<file path="src/csr_pkg.sv">
// csr_pkg: offsets, field positions, reset values and keys of the core special register bank.
// used by csr_bank and the bench; nothing else is assumed.
package csr_pkg;
    localparam logic [3:0] OFS_KEY = 4'h4;
    localparam logic [3:0] OFS_DPAGE = 4'h8;
    localparam logic [3:0] OFS_XPAGE = 4'h9;
    localparam logic [3:0] OFS_YPAGE = 4'ha;
    localparam logic [3:0] OFS_ZPAGE = 4'hb;
    localparam logic [3:0] OFS_JPAGE = 4'hc;
    localparam logic [3:0] OFS_SPL = 4'hd;
    localparam logic [3:0] OFS_SPH = 4'he;
    localparam logic [3:0] OFS_FLAGS = 4'hf;
    localparam int FLAG_I = 7;
    localparam int FLAG_T = 6;
    localparam int FLAG_H = 5;
    localparam int FLAG_S = 4;
    localparam int FLAG_V = 3;
    localparam int FLAG_N = 2;
    localparam int FLAG_Z = 1;
    localparam int FLAG_C = 0;
    localparam logic [7:0] FLAGS_RST = 8'h00;
    localparam logic [7:0] PAGE_RST = 8'h00;
    localparam logic [7:0] KEY_IOREG = 8'hd8;
    localparam logic [7:0] KEY_SPM = 8'h9d;
    localparam logic [2:0] GUARD_INSNS = 3'h4;
    localparam logic [2:0] KEY_INSNS = 3'h4;
endpackage

</file>
<file path="src/csr_guard_if.sv">
// csr_guard_if: carries the instruction-count guard signals between bank and guard.
// one clock domain; bank drives start/stop, guard returns active.
`timescale 1ns/1ps
`default_nettype none
interface csr_guard_if;
    logic start;
    logic stop;
    logic insn_done;
    logic active;
    modport bank (output start, output stop, output insn_done, input active);
    modport guard (input start, input stop, input insn_done, output active);
endinterface
`default_nettype wire

</file>
<file path="src/csr_guard.sv">
// csr_guard: counts retired instructions after a start pulse, ends early on stop.
// assumes insn_done is a one-cycle pulse per instruction on clk_sys.
`timescale 1ns/1ps
`default_nettype none
module csr_guard #(
    parameter logic [2:0] COUNT = 3'h4
) (
    input wire logic clk_sys, // system clock
    input wire logic rst, // synchronous reset
    csr_guard_if.guard g // guard handshake
);
    logic [2:0] cnt_r;
    logic [2:0] cnt_nxt;
    initial begin
        if (COUNT == 3'h0) $error("guard count must be nonzero");
    end
    always_comb begin
        cnt_nxt = cnt_r;
        if (g.start) begin
            cnt_nxt = COUNT;
        end else if (g.stop) begin
            cnt_nxt = 3'h0;
        end else if (g.insn_done && cnt_r != 3'h0) begin
            cnt_nxt = cnt_r - 3'h1;
        end
    end
    always_ff @(posedge clk_sys) begin
        if (rst) cnt_r <= 3'h0;
        else cnt_r <= cnt_nxt;
    end
    assign g.active = (cnt_r != 3'h0);
endmodule
`default_nettype wire

</file>
<file path="src/csr_bank.sv">
// csr_bank: core special registers (page extenders, stack pointer, flags, change key).
// assumes execution logic on clk_sys drives one-cycle strobes and reads the outputs.
// Contract
// - jump page forms top byte above Z
// - unimplemented jump page bits read zero
// - stack pointer from low/high byte registers
// - reset loads stack pointer with SRAM top
// - low-byte write blocks interrupts four instructions
// - unimplemented stack pointer bits read zero
// - flag bit 7 gates every interrupt
// - interrupt entry never clears enable bit
// - enable change over bus adds wait
// - flag bit 6 is bit copy store
// - sign equals negative xor overflow
// - bit 5 records half carry
// - bit 3 records overflow
// - bits 2..0 record negative zero carry
// - matching key opens four-instruction window
// - data page forms top of address
//
// The plain strobed port was decided locally.
`timescale 1ns/1ps
`default_nettype none
module csr_bank #(
    parameter int PAGE_BITS = 8,
    parameter int JUMP_BITS = 8,
    parameter int SP_BITS = 16,
    parameter logic [15:0] SRAM_TOP = 16'h3fff
) (
    input wire logic clk_sys, // system clock
    input wire logic rst, // synchronous reset
    input wire logic [3:0] reg_addr, // register offset
    input wire logic [7:0] reg_wdata, // write data
    input wire logic reg_wr, // write strobe
    input wire logic reg_rd, // read strobe
    output logic [7:0] reg_rdata, // read data, cycle after strobe
    output logic reg_wait, // one-cycle wait on enable change
    input wire logic io_wr_any, // any other i/o memory write
    input wire logic insn_done, // one pulse per retired instruction
    input wire logic set_irq_insn, // set enable instruction
    input wire logic clear_irq_insn, // clear enable instruction
    input wire logic bit_store_insn, // copy bit into store
    input wire logic bit_store_val, // bit being stored
    input wire logic alu_upd, // alu result updates flags
    input wire logic [7:0] alu_mask, // which of bits 5 and 3..0 to update
    input wire logic alu_h, // half carry
    input wire logic alu_v, // overflow
    input wire logic alu_n, // negative
    input wire logic alu_z, // zero
    input wire logic alu_c, // carry
    input wire logic [15:0] z_ptr, // Z pointer
    input wire logic [15:0] x_ptr, // X pointer
    input wire logic [15:0] y_ptr, // Y pointer
    input wire logic [15:0] direct_op, // direct operand
    input wire logic sp_load, // stack push/pop update
    input wire logic [15:0] sp_load_val, // new stack pointer
    output logic [23:0] jump_addr, // extended jump target
    output logic [23:0] direct_addr, // extended direct address
    output logic [23:0] x_addr, // extended X address
    output logic [23:0] y_addr, // extended Y address
    output logic [23:0] z_addr, // extended Z address
    output logic [15:0] stack_ptr, // stack pointer
    output logic [7:0] cpu_flags, // status flags
    output logic bit_load_insn_val, // bit for bit load
    output logic irq_allow, // interrupts may be taken
    output logic key_ioreg_open, // protected i/o window open
    output logic key_spm_open // protected program window open
);
    logic [7:0] dpage_r, dpage_nxt, xpage_r, xpage_nxt;
    logic [7:0] ypage_r, ypage_nxt, zpage_r, zpage_nxt;
    logic [7:0] jpage_r, jpage_nxt;
    logic [15:0] sp_r, sp_nxt;
    logic [7:0] flags_r, flags_nxt;
    logic [7:0] rdata_r, rdata_nxt;
    logic wait_r, wait_nxt;
    logic key_io_r, key_io_nxt, key_spm_r, key_spm_nxt;
    logic [2:0] kcnt_r, kcnt_nxt;
    logic [7:0] jmask, pmask;
    logic [15:0] spmask;
    logic wr_key, wr_spl;
    csr_guard_if gi ();

    initial begin
        if (PAGE_BITS < 1 || PAGE_BITS > 8) $error("PAGE_BITS out of range");
        if (JUMP_BITS < 1 || JUMP_BITS > 8) $error("JUMP_BITS out of range");
        if (SP_BITS < 1 || SP_BITS > 16) $error("SP_BITS out of range");
    end

    assign pmask = 8'(({8'h0, 8'hff} >> (8 - PAGE_BITS)));
    assign jmask = 8'(({8'h0, 8'hff} >> (8 - JUMP_BITS)));
    assign spmask = 16'(({16'h0, 16'hffff} >> (16 - SP_BITS)));
    assign wr_key = reg_wr && reg_addr == csr_pkg::OFS_KEY;
    assign wr_spl = reg_wr && reg_addr == csr_pkg::OFS_SPL;

    // writes to other offsets of this bank count as i/o writes that end the guard
    assign gi.start = wr_spl;
    assign gi.stop = io_wr_any || (reg_wr && !wr_spl);
    assign gi.insn_done = insn_done;

    csr_guard #(.COUNT(csr_pkg::GUARD_INSNS)) u_guard (
        .clk_sys(clk_sys),
        .rst(rst),
        .g(gi)
    );

    always_comb begin
        dpage_nxt = dpage_r;
        xpage_nxt = xpage_r;
        ypage_nxt = ypage_r;
        zpage_nxt = zpage_r;
        jpage_nxt = jpage_r;
        sp_nxt = sp_r;
        flags_nxt = flags_r;
        wait_nxt = 1'b0;
        if (sp_load) sp_nxt = sp_load_val & spmask;
        if (set_irq_insn) flags_nxt[csr_pkg::FLAG_I] = 1'b1;
        if (clear_irq_insn) flags_nxt[csr_pkg::FLAG_I] = 1'b0;
        if (bit_store_insn) flags_nxt[csr_pkg::FLAG_T] = bit_store_val;
        if (alu_upd) begin
            if (alu_mask[csr_pkg::FLAG_H]) flags_nxt[csr_pkg::FLAG_H] = alu_h;
            if (alu_mask[csr_pkg::FLAG_V]) flags_nxt[csr_pkg::FLAG_V] = alu_v;
            if (alu_mask[csr_pkg::FLAG_N]) flags_nxt[csr_pkg::FLAG_N] = alu_n;
            if (alu_mask[csr_pkg::FLAG_Z]) flags_nxt[csr_pkg::FLAG_Z] = alu_z;
            if (alu_mask[csr_pkg::FLAG_C]) flags_nxt[csr_pkg::FLAG_C] = alu_c;
        end
        if (reg_wr) begin
            case (reg_addr)
                csr_pkg::OFS_DPAGE: dpage_nxt = reg_wdata & pmask;
                csr_pkg::OFS_XPAGE: xpage_nxt = reg_wdata & pmask;
                csr_pkg::OFS_YPAGE: ypage_nxt = reg_wdata & pmask;
                csr_pkg::OFS_ZPAGE: zpage_nxt = reg_wdata & pmask;
                csr_pkg::OFS_JPAGE: jpage_nxt = reg_wdata & jmask;
                csr_pkg::OFS_SPL: sp_nxt[7:0] = reg_wdata & spmask[7:0];
                csr_pkg::OFS_SPH: sp_nxt[15:8] = reg_wdata & spmask[15:8];
                csr_pkg::OFS_FLAGS: begin
                    flags_nxt = reg_wdata;
                    wait_nxt = reg_wdata[csr_pkg::FLAG_I] != flags_r[csr_pkg::FLAG_I];
                end
                default: ;
            endcase
        end
        // sign is derived, never stored on its own
        flags_nxt[csr_pkg::FLAG_S] = flags_nxt[csr_pkg::FLAG_N] ^ flags_nxt[csr_pkg::FLAG_V];
    end

    always_ff @(posedge clk_sys) begin
        if (rst) begin
            dpage_r <= csr_pkg::PAGE_RST;
            xpage_r <= csr_pkg::PAGE_RST;
            ypage_r <= csr_pkg::PAGE_RST;
            zpage_r <= csr_pkg::PAGE_RST;
            jpage_r <= csr_pkg::PAGE_RST;
            sp_r <= SRAM_TOP & spmask;
            flags_r <= csr_pkg::FLAGS_RST;
            wait_r <= 1'b0;
        end else begin
            dpage_r <= dpage_nxt;
            xpage_r <= xpage_nxt;
            ypage_r <= ypage_nxt;
            zpage_r <= zpage_nxt;
            jpage_r <= jpage_nxt;
            sp_r <= sp_nxt;
            flags_r <= flags_nxt;
            wait_r <= wait_nxt;
        end
    end

    // change key window: counts instructions, program window closes early on a data write
    always_comb begin
        key_io_nxt = key_io_r;
        key_spm_nxt = key_spm_r;
        kcnt_nxt = kcnt_r;
        if (wr_key && reg_wdata == csr_pkg::KEY_IOREG) begin
            key_io_nxt = 1'b1;
            key_spm_nxt = 1'b0;
            kcnt_nxt = csr_pkg::KEY_INSNS;
        end else if (wr_key && reg_wdata == csr_pkg::KEY_SPM) begin
            key_spm_nxt = 1'b1;
            key_io_nxt = 1'b0;
            kcnt_nxt = csr_pkg::KEY_INSNS;
        end else if (kcnt_r != 3'h0) begin
            if (insn_done) kcnt_nxt = kcnt_r - 3'h1;
            if (key_spm_r && (io_wr_any || reg_wr)) kcnt_nxt = 3'h0;
            if (kcnt_nxt == 3'h0) begin
                key_io_nxt = 1'b0;
                key_spm_nxt = 1'b0;
            end
        end
    end

    always_ff @(posedge clk_sys) begin
        if (rst) begin
            key_io_r <= 1'b0;
            key_spm_r <= 1'b0;
            kcnt_r <= 3'h0;
        end else begin
            key_io_r <= key_io_nxt;
            key_spm_r <= key_spm_nxt;
            kcnt_r <= kcnt_nxt;
        end
    end

    always_comb begin
        rdata_nxt = 8'h00;
        if (reg_rd) begin
            case (reg_addr)
                csr_pkg::OFS_KEY: rdata_nxt = {6'h00, key_spm_r, key_io_r};
                csr_pkg::OFS_DPAGE: rdata_nxt = dpage_r;
                csr_pkg::OFS_XPAGE: rdata_nxt = xpage_r;
                csr_pkg::OFS_YPAGE: rdata_nxt = ypage_r;
                csr_pkg::OFS_ZPAGE: rdata_nxt = zpage_r;
                csr_pkg::OFS_JPAGE: rdata_nxt = jpage_r;
                csr_pkg::OFS_SPL: rdata_nxt = sp_r[7:0];
                csr_pkg::OFS_SPH: rdata_nxt = sp_r[15:8];
                csr_pkg::OFS_FLAGS: rdata_nxt = flags_r;
                default: rdata_nxt = 8'h00;
            endcase
        end
    end

    always_ff @(posedge clk_sys) begin
        if (rst) rdata_r <= 8'h00;
        else rdata_r <= rdata_nxt;
    end

    assign reg_rdata = rdata_r;
    assign reg_wait = wait_r;
    assign jump_addr = {jpage_r, z_ptr};
    assign direct_addr = {dpage_r, direct_op};
    assign x_addr = {xpage_r, x_ptr};
    assign y_addr = {ypage_r, y_ptr};
    assign z_addr = {zpage_r, z_ptr};
    assign stack_ptr = sp_r;
    assign cpu_flags = flags_r;
    assign bit_load_insn_val = flags_r[csr_pkg::FLAG_T];
    // enable bit gates everything; stack and key windows hold interrupts off
    assign irq_allow = flags_r[csr_pkg::FLAG_I] && !gi.active && kcnt_r == 3'h0;
    assign key_ioreg_open = key_io_r;
    assign key_spm_open = key_spm_r;

    property p_sign;
        @(posedge clk_sys) disable iff (rst)
        cpu_flags[csr_pkg::FLAG_S] == (cpu_flags[csr_pkg::FLAG_N] ^ cpu_flags[csr_pkg::FLAG_V]);
    endproperty
    a_sign: assert property (p_sign) else $error("sign flag wrong");

    property p_ien_gate;
        @(posedge clk_sys) disable iff (rst)
        !cpu_flags[csr_pkg::FLAG_I] |-> !irq_allow;
    endproperty
    a_ien_gate: assert property (p_ien_gate) else $error("irq allowed while disabled");

    property p_spl_guard;
        @(posedge clk_sys) disable iff (rst)
        (reg_wr && reg_addr == csr_pkg::OFS_SPL) |=> !irq_allow;
    endproperty
    a_spl_guard: assert property (p_spl_guard) else $error("irq after stack write");

    property p_wait;
        @(posedge clk_sys) disable iff (rst)
        (reg_wr && reg_addr == csr_pkg::OFS_FLAGS
            && reg_wdata[csr_pkg::FLAG_I] != cpu_flags[csr_pkg::FLAG_I])
            |=> reg_wait ##1 (!reg_wait
            // a second enable change right behind the first earns its own wait
            || $past(reg_wr && reg_addr == csr_pkg::OFS_FLAGS
            && reg_wdata[csr_pkg::FLAG_I] != cpu_flags[csr_pkg::FLAG_I]));
    endproperty
    a_wait: assert property (p_wait) else $error("wait state missing");

    property p_ien_hold;
        @(posedge clk_sys) disable iff (rst)
        (!set_irq_insn && !clear_irq_insn && !(reg_wr && reg_addr == csr_pkg::OFS_FLAGS))
            |=> $stable(cpu_flags[csr_pkg::FLAG_I]);
    endproperty
    a_ien_hold: assert property (p_ien_hold) else $error("enable changed by itself");

    property p_bst;
        @(posedge clk_sys) disable iff (rst)
        (bit_store_insn && !(reg_wr && reg_addr == csr_pkg::OFS_FLAGS))
            |=> bit_load_insn_val == $past(bit_store_val);
    endproperty
    a_bst: assert property (p_bst) else $error("bit store lost");

    property p_jump;
        @(posedge clk_sys) disable iff (rst)
        (reg_wr && reg_addr == csr_pkg::OFS_JPAGE) |=> jump_addr[23:16] == ($past(reg_wdata) & jmask);
    endproperty
    a_jump: assert property (p_jump) else $error("jump page wrong");

    property p_key;
        @(posedge clk_sys) disable iff (rst)
        (wr_key && reg_wdata == csr_pkg::KEY_IOREG) |=> key_ioreg_open && !irq_allow;
    endproperty
    a_key: assert property (p_key) else $error("key window not open");

    property p_key_spm;
        @(posedge clk_sys) disable iff (rst)
        (wr_key && reg_wdata == csr_pkg::KEY_SPM) |=> key_spm_open && !key_ioreg_open && !irq_allow;
    endproperty
    a_key_spm: assert property (p_key_spm) else $error("program key window not open");

    // any data write ends the program window unless it is itself a fresh key
    property p_spm_close;
        @(posedge clk_sys) disable iff (rst)
        (key_spm_open && (io_wr_any || reg_wr)
            && !(wr_key && (reg_wdata == csr_pkg::KEY_IOREG || reg_wdata == csr_pkg::KEY_SPM)))
            |=> !key_spm_open;
    endproperty
    a_spm_close: assert property (p_spm_close) else $error("program window left open");

    property p_rsvd;
        @(posedge clk_sys) disable iff (rst)
        (reg_rd && (reg_addr < csr_pkg::OFS_KEY
            || (reg_addr > csr_pkg::OFS_KEY && reg_addr < csr_pkg::OFS_DPAGE)))
            |=> reg_rdata == 8'h00;
    endproperty
    a_rsvd: assert property (p_rsvd) else $error("reserved read nonzero");
endmodule
`default_nettype wire

</file>
<file path="config.mk">
export PLATFORM = sky130hd
export DESIGN_NAME = csr_bank
export DESIGN_NICKNAME = d
export VERILOG_FILES = /design/src/csr_pkg.sv /design/src/csr_guard_if.sv /design/src/csr_guard.sv /design/src/csr_bank.sv
export SDC_FILE = /design/constraint.sdc
export NUM_CORES = 1
export LEC_CHECK = 0
export ABC_CLOCK_PERIOD_IN_PS = 2100
export BUFFER_PORTS_ARGS = -buffer_cell sky130_fd_sc_hd__buf_2
export CORE_MARGIN = 1.5
export CORE_UTILIZATION = 35
export DETAILED_ROUTE_END_ITERATION = 8
export PLACE_DENSITY_LB_ADDON = 0.08
export SETUP_SLACK_MARGIN = 0.5
export SLEW_MARGIN = 20
export SYNTH_ARGS = -nofsm -noshare
export SYNTH_HDL_FRONTEND = slang
export SYNTH_SLANG_ARGS = --single-unit
</file>
<file path="constraint.sdc">
create_clock -name clk_sys -period 2.1 [get_ports clk_sys]
set_clock_uncertainty 0.05 [all_clocks]
set_input_delay 0 -clock clk_sys [delete_from_list [all_inputs] [get_ports clk_sys]]
set_output_delay 0 -clock clk_sys [all_outputs]
set_load 0.05 [all_outputs]
</file>
==> impl_metrics.tcl <==
set metrics [dict create \
    outcome "finished, final reports clean" \
    gp_congestion 0.8142 \
    insertion_delay_ns 0.35 \
    cp_cell_sequence "inv_1 -> ha_1 -> nor2b_4 -> and3_1 -> buf_6" \
    diodes 0 \
    track_usage_pct 22.40 \
    ys_ff_latch 81 \
    worstMarginPinSlew_ns 0.9940 \
    ctsHtreeMaxLevel 3 \
    area.growth.synth_to_final_pct 36.07 \
    routed_via_density 5.149 \
    routed_wl_um 16220 \
    clkTransAtPathRegs_ns 0.06 \
    final_common_cell "buf_2" \
    synth_area_um2 4638 \
    die-area_um2 13950 \
    post-route-min-period_ns 1.551 \
    worstSetupStartpointType "flop" \
    required_ns 2.05 \
    period_share_pct 73.84 \
    grt-ovfl-total 0 \
    first_pass_iters 6 \
    peakVddDrop_mv 0.3412 \
    max_stage_delay_ns 0.33 \
    yosys_warnings 0 \
    layout_common_cells "121 x buf_2, 104 x dlygate4sd3_1, 80 x dfxtp_1" \
    setup_violations 0 \
    die_h_um 118.1 \
    final_hold_viol_count 0 \
    antenna_found_initial 0 \
    drv_slew 0 \
    syn_area_per_cell_um2 8.387 \
    fin_nets 822 \
    path_max_fanout 4 \
    register_area_um2 1623 \
    drt_iter0_markers 234 \
    cts_sinks 81 \
    portBuffers 126 \
    setup.worst_path.class "reg -> out" \
    p_leak_nw 2.681 \
    synthCells 553 \
    yosysSeqAreaShare_pct 34.96 \
    wl_per_cell_um 18.47 \
    cts_tree "done" \
    rows 41 \
    intPower_w 0.003077 \
    p_total_w 0.004688 \
    start_util_pct 36.31 \
    core_area_um2 12770 \
    cts_inserted_buffers 9 \
    synth-edff-count 0 \
    ios 274 \
    ys.flop_type "dfxtp_1" \
    combPwrFrac_pct 29.4 \
    power.density_nw_per_um2 742.8 \
    hold_path_class "in -> reg" \
    clock_power_share_pct 34.6 \
    drc_errors 0 \
    crit_arrival_ns 1.50 \
    maxCapViolations 0 \
    fillCellCount 1242 \
    synth.distinct_cells 57 \
    multi_input_area_um2 2225 \
    fmax_ghz 0.6449 \
    grt_pass1_wl_um 23980 \
    clockBufferDepth 2 \
    tns_ns 0 \
    cts-root-buf "clkbuf_16" \
    drive_gt1_share_pct 26.77 \
    rsz0062_at_grt "yes" \
    grt_pass1_vias 4212 \
    crit_path_end_kind "output port" \
    power_frac_seq_pct 36.0 \
    vias 4521 \
    cp_slowest_cell "dfxtp_2" \
    antenna_left 0 \
    synth_nets 674 \
    switchingPower_w 0.001611 \
    slew_headroom_pct 33.51 \
    async_reset_ff_share_pct 0 \
    die_w_um 118.1 \
    p_sw_share_pct 34.36 \
    hpwl_um 11200 \
    grt_max_degree 31 \
]
## critical path: cells and delay by family (launching register included)
family,cells,cell delay [ns]
fa+ha+maj,1,0.20
buf+inv,2,0.25
flops,1,0.33
simple gates,2,0.37
## routing by layer
layer | global-route usage, % | up-vias | wire [µm]
met4 | 8.308 | 0 | 315
met5 | 0 | - | 0
met2 | 36.41 | 206 | 7702
met3 | 4.167 | 21 | 1102
met1 | 29.44 | 2136 | 7099
li1 | - | 2158 | -
## final cells by class
cell class              count  area share [%]
well taps                 172           3.410
multi-input cells         344           35.25
clock buffers              12           4.064
clock inverters             4          0.8128
repair buffers            255           30.15
inverters                  10          0.5948
flip-flops and latches     81           25.71
## cells in the mapped netlist, types with 2 or more instances
library cell  count  area [µm²]
a21oi_1          32       160.2
a31oi_1           3       18.77
nor4bb_1          2       20.02
buf_2            13       65.06
o22ai_1           2       12.51
mux2_2            4       45.04
or3_1             3       18.77
or4_1             2       15.01
o211ai_1          2       15.01
inv_1            10       37.54
nor3b_1           3       22.52
nand2b_1          3       18.77
nand3_1          16       80.08
ha_1              4       50.05
nor4_1            2       12.51
and3_1            6       37.54
nor2b_1          21       131.4
o21ai_0          36       180.2
nand2_1          44       165.2
clkbuf_1         17       63.81
a311oi_1          3       26.28
nor3_1            6       30.03
a22oi_1           5       37.54
dfxtp_1          81        1622
xnor2_1           4       35.03
mux4_2            3       67.56
and2_1            2       12.51
a221oi_1          4       35.03
o311ai_0          3       26.28
nand3b_1          3       22.52
nand4_1           3       18.77
buf_4            86       645.6
a211oi_1         23       172.7
nor2_1           52       195.2
mux2i_1          28       280.3
## stage by stage
| step | worst slack (ns) | std cells | hold slack (ns) | cell area [µm²] | util (%) |
|---|---|---|---|---|---|
| floorplan | 0.5659 | 553 | 0.02682 | 4638 | - |
| global placement | 0.4671 | 752 | -0.04966 | 4848 | 37.96 |
| detailed placement | 0.4461 | 752 | -0.04966 | 4848 | 37.96 |
| CTS | 0.5172 | 872 | 0.0007217 | 6207 | 48.59 |
| global route | 0.4715 | 878 | 0.02630 | 6311 | 49.41 |
| finish | 0.5493 | 878 | 0.006687 | 6311 | 49.41 |
## power groups by stage
| stage | Combinational (W) | Sequential [W] | Clock (W) |
|---|---|---|---|
| 2_1_floorplan | 0.000889 | 0.00185 | 0 |
| 3_3_place_gp | 0.000850 | 0.00171 | 0 |
| 3_5_place_dp | 0.000868 | 0.00172 | 0 |
| 4_1_cts | 0.00134 | 0.00169 | 0.00165 |
| 5_1_grt | 0.00147 | 0.00170 | 0.00172 |
| 6_report | 0.00138 | 0.00169 | 0.00162 |
## registers in the layout, summed over array words and instances (netlist names)
signal	flops
cpu_flags	8
dpage_r	8
jpage_r	8
kcnt_r	3
key_ioreg_open	1
key_spm_open	1
reg_rdata	8
reg_wait	1
stack_ptr	16
u_guard.cnt_r	3
xpage_r	8
ypage_r	8
zpage_r	8
## final timing paths
path	from	to	slack (ns)	cells after the start
max	kcnt_r[0]$_SDFFE_PP0P_	irq_allow	0.55	5
min	sp_load_val[14]	stack_ptr[14]$_SDFF_PP0_	0.007	3
max reg2reg	kcnt_r[0]$_SDFFE_PP0P_	key_ioreg_open$_SDFFE_PP0P_	0.61	6
min reg2reg	jpage_r[5]$_SDFFE_PP0P_	jpage_r[5]$_SDFFE_PP0P_	0.43	2
## kinds of logic (layout without fill, tap and decap cells)
| group | count (synthesis) | count (layout) | share of synthesized area [%] |
|---|---|---|---|
| flops | 81 | 81 | 34.96 |
| fa+ha+maj | 4 | 4 | 1.079 |
| compound gates | 125 | 125 | 17.53 |
| xor+xnor | 5 | 5 | 0.9441 |
| simple gates | 175 | 175 | 19.15 |
| mux | 35 | 35 | 8.470 |
| buf+inv | 128 | 281 | 17.86 |
## what timing repair did
action	in CTS	in global routing
hold buffers	104	0
hold endpoints to repair	118	0
endpoints found under the setup margin	1	36
buffers inserted	0	6
pin swaps	0	2
resized for setup	4	20
Power figures use the tool's default switching activity.
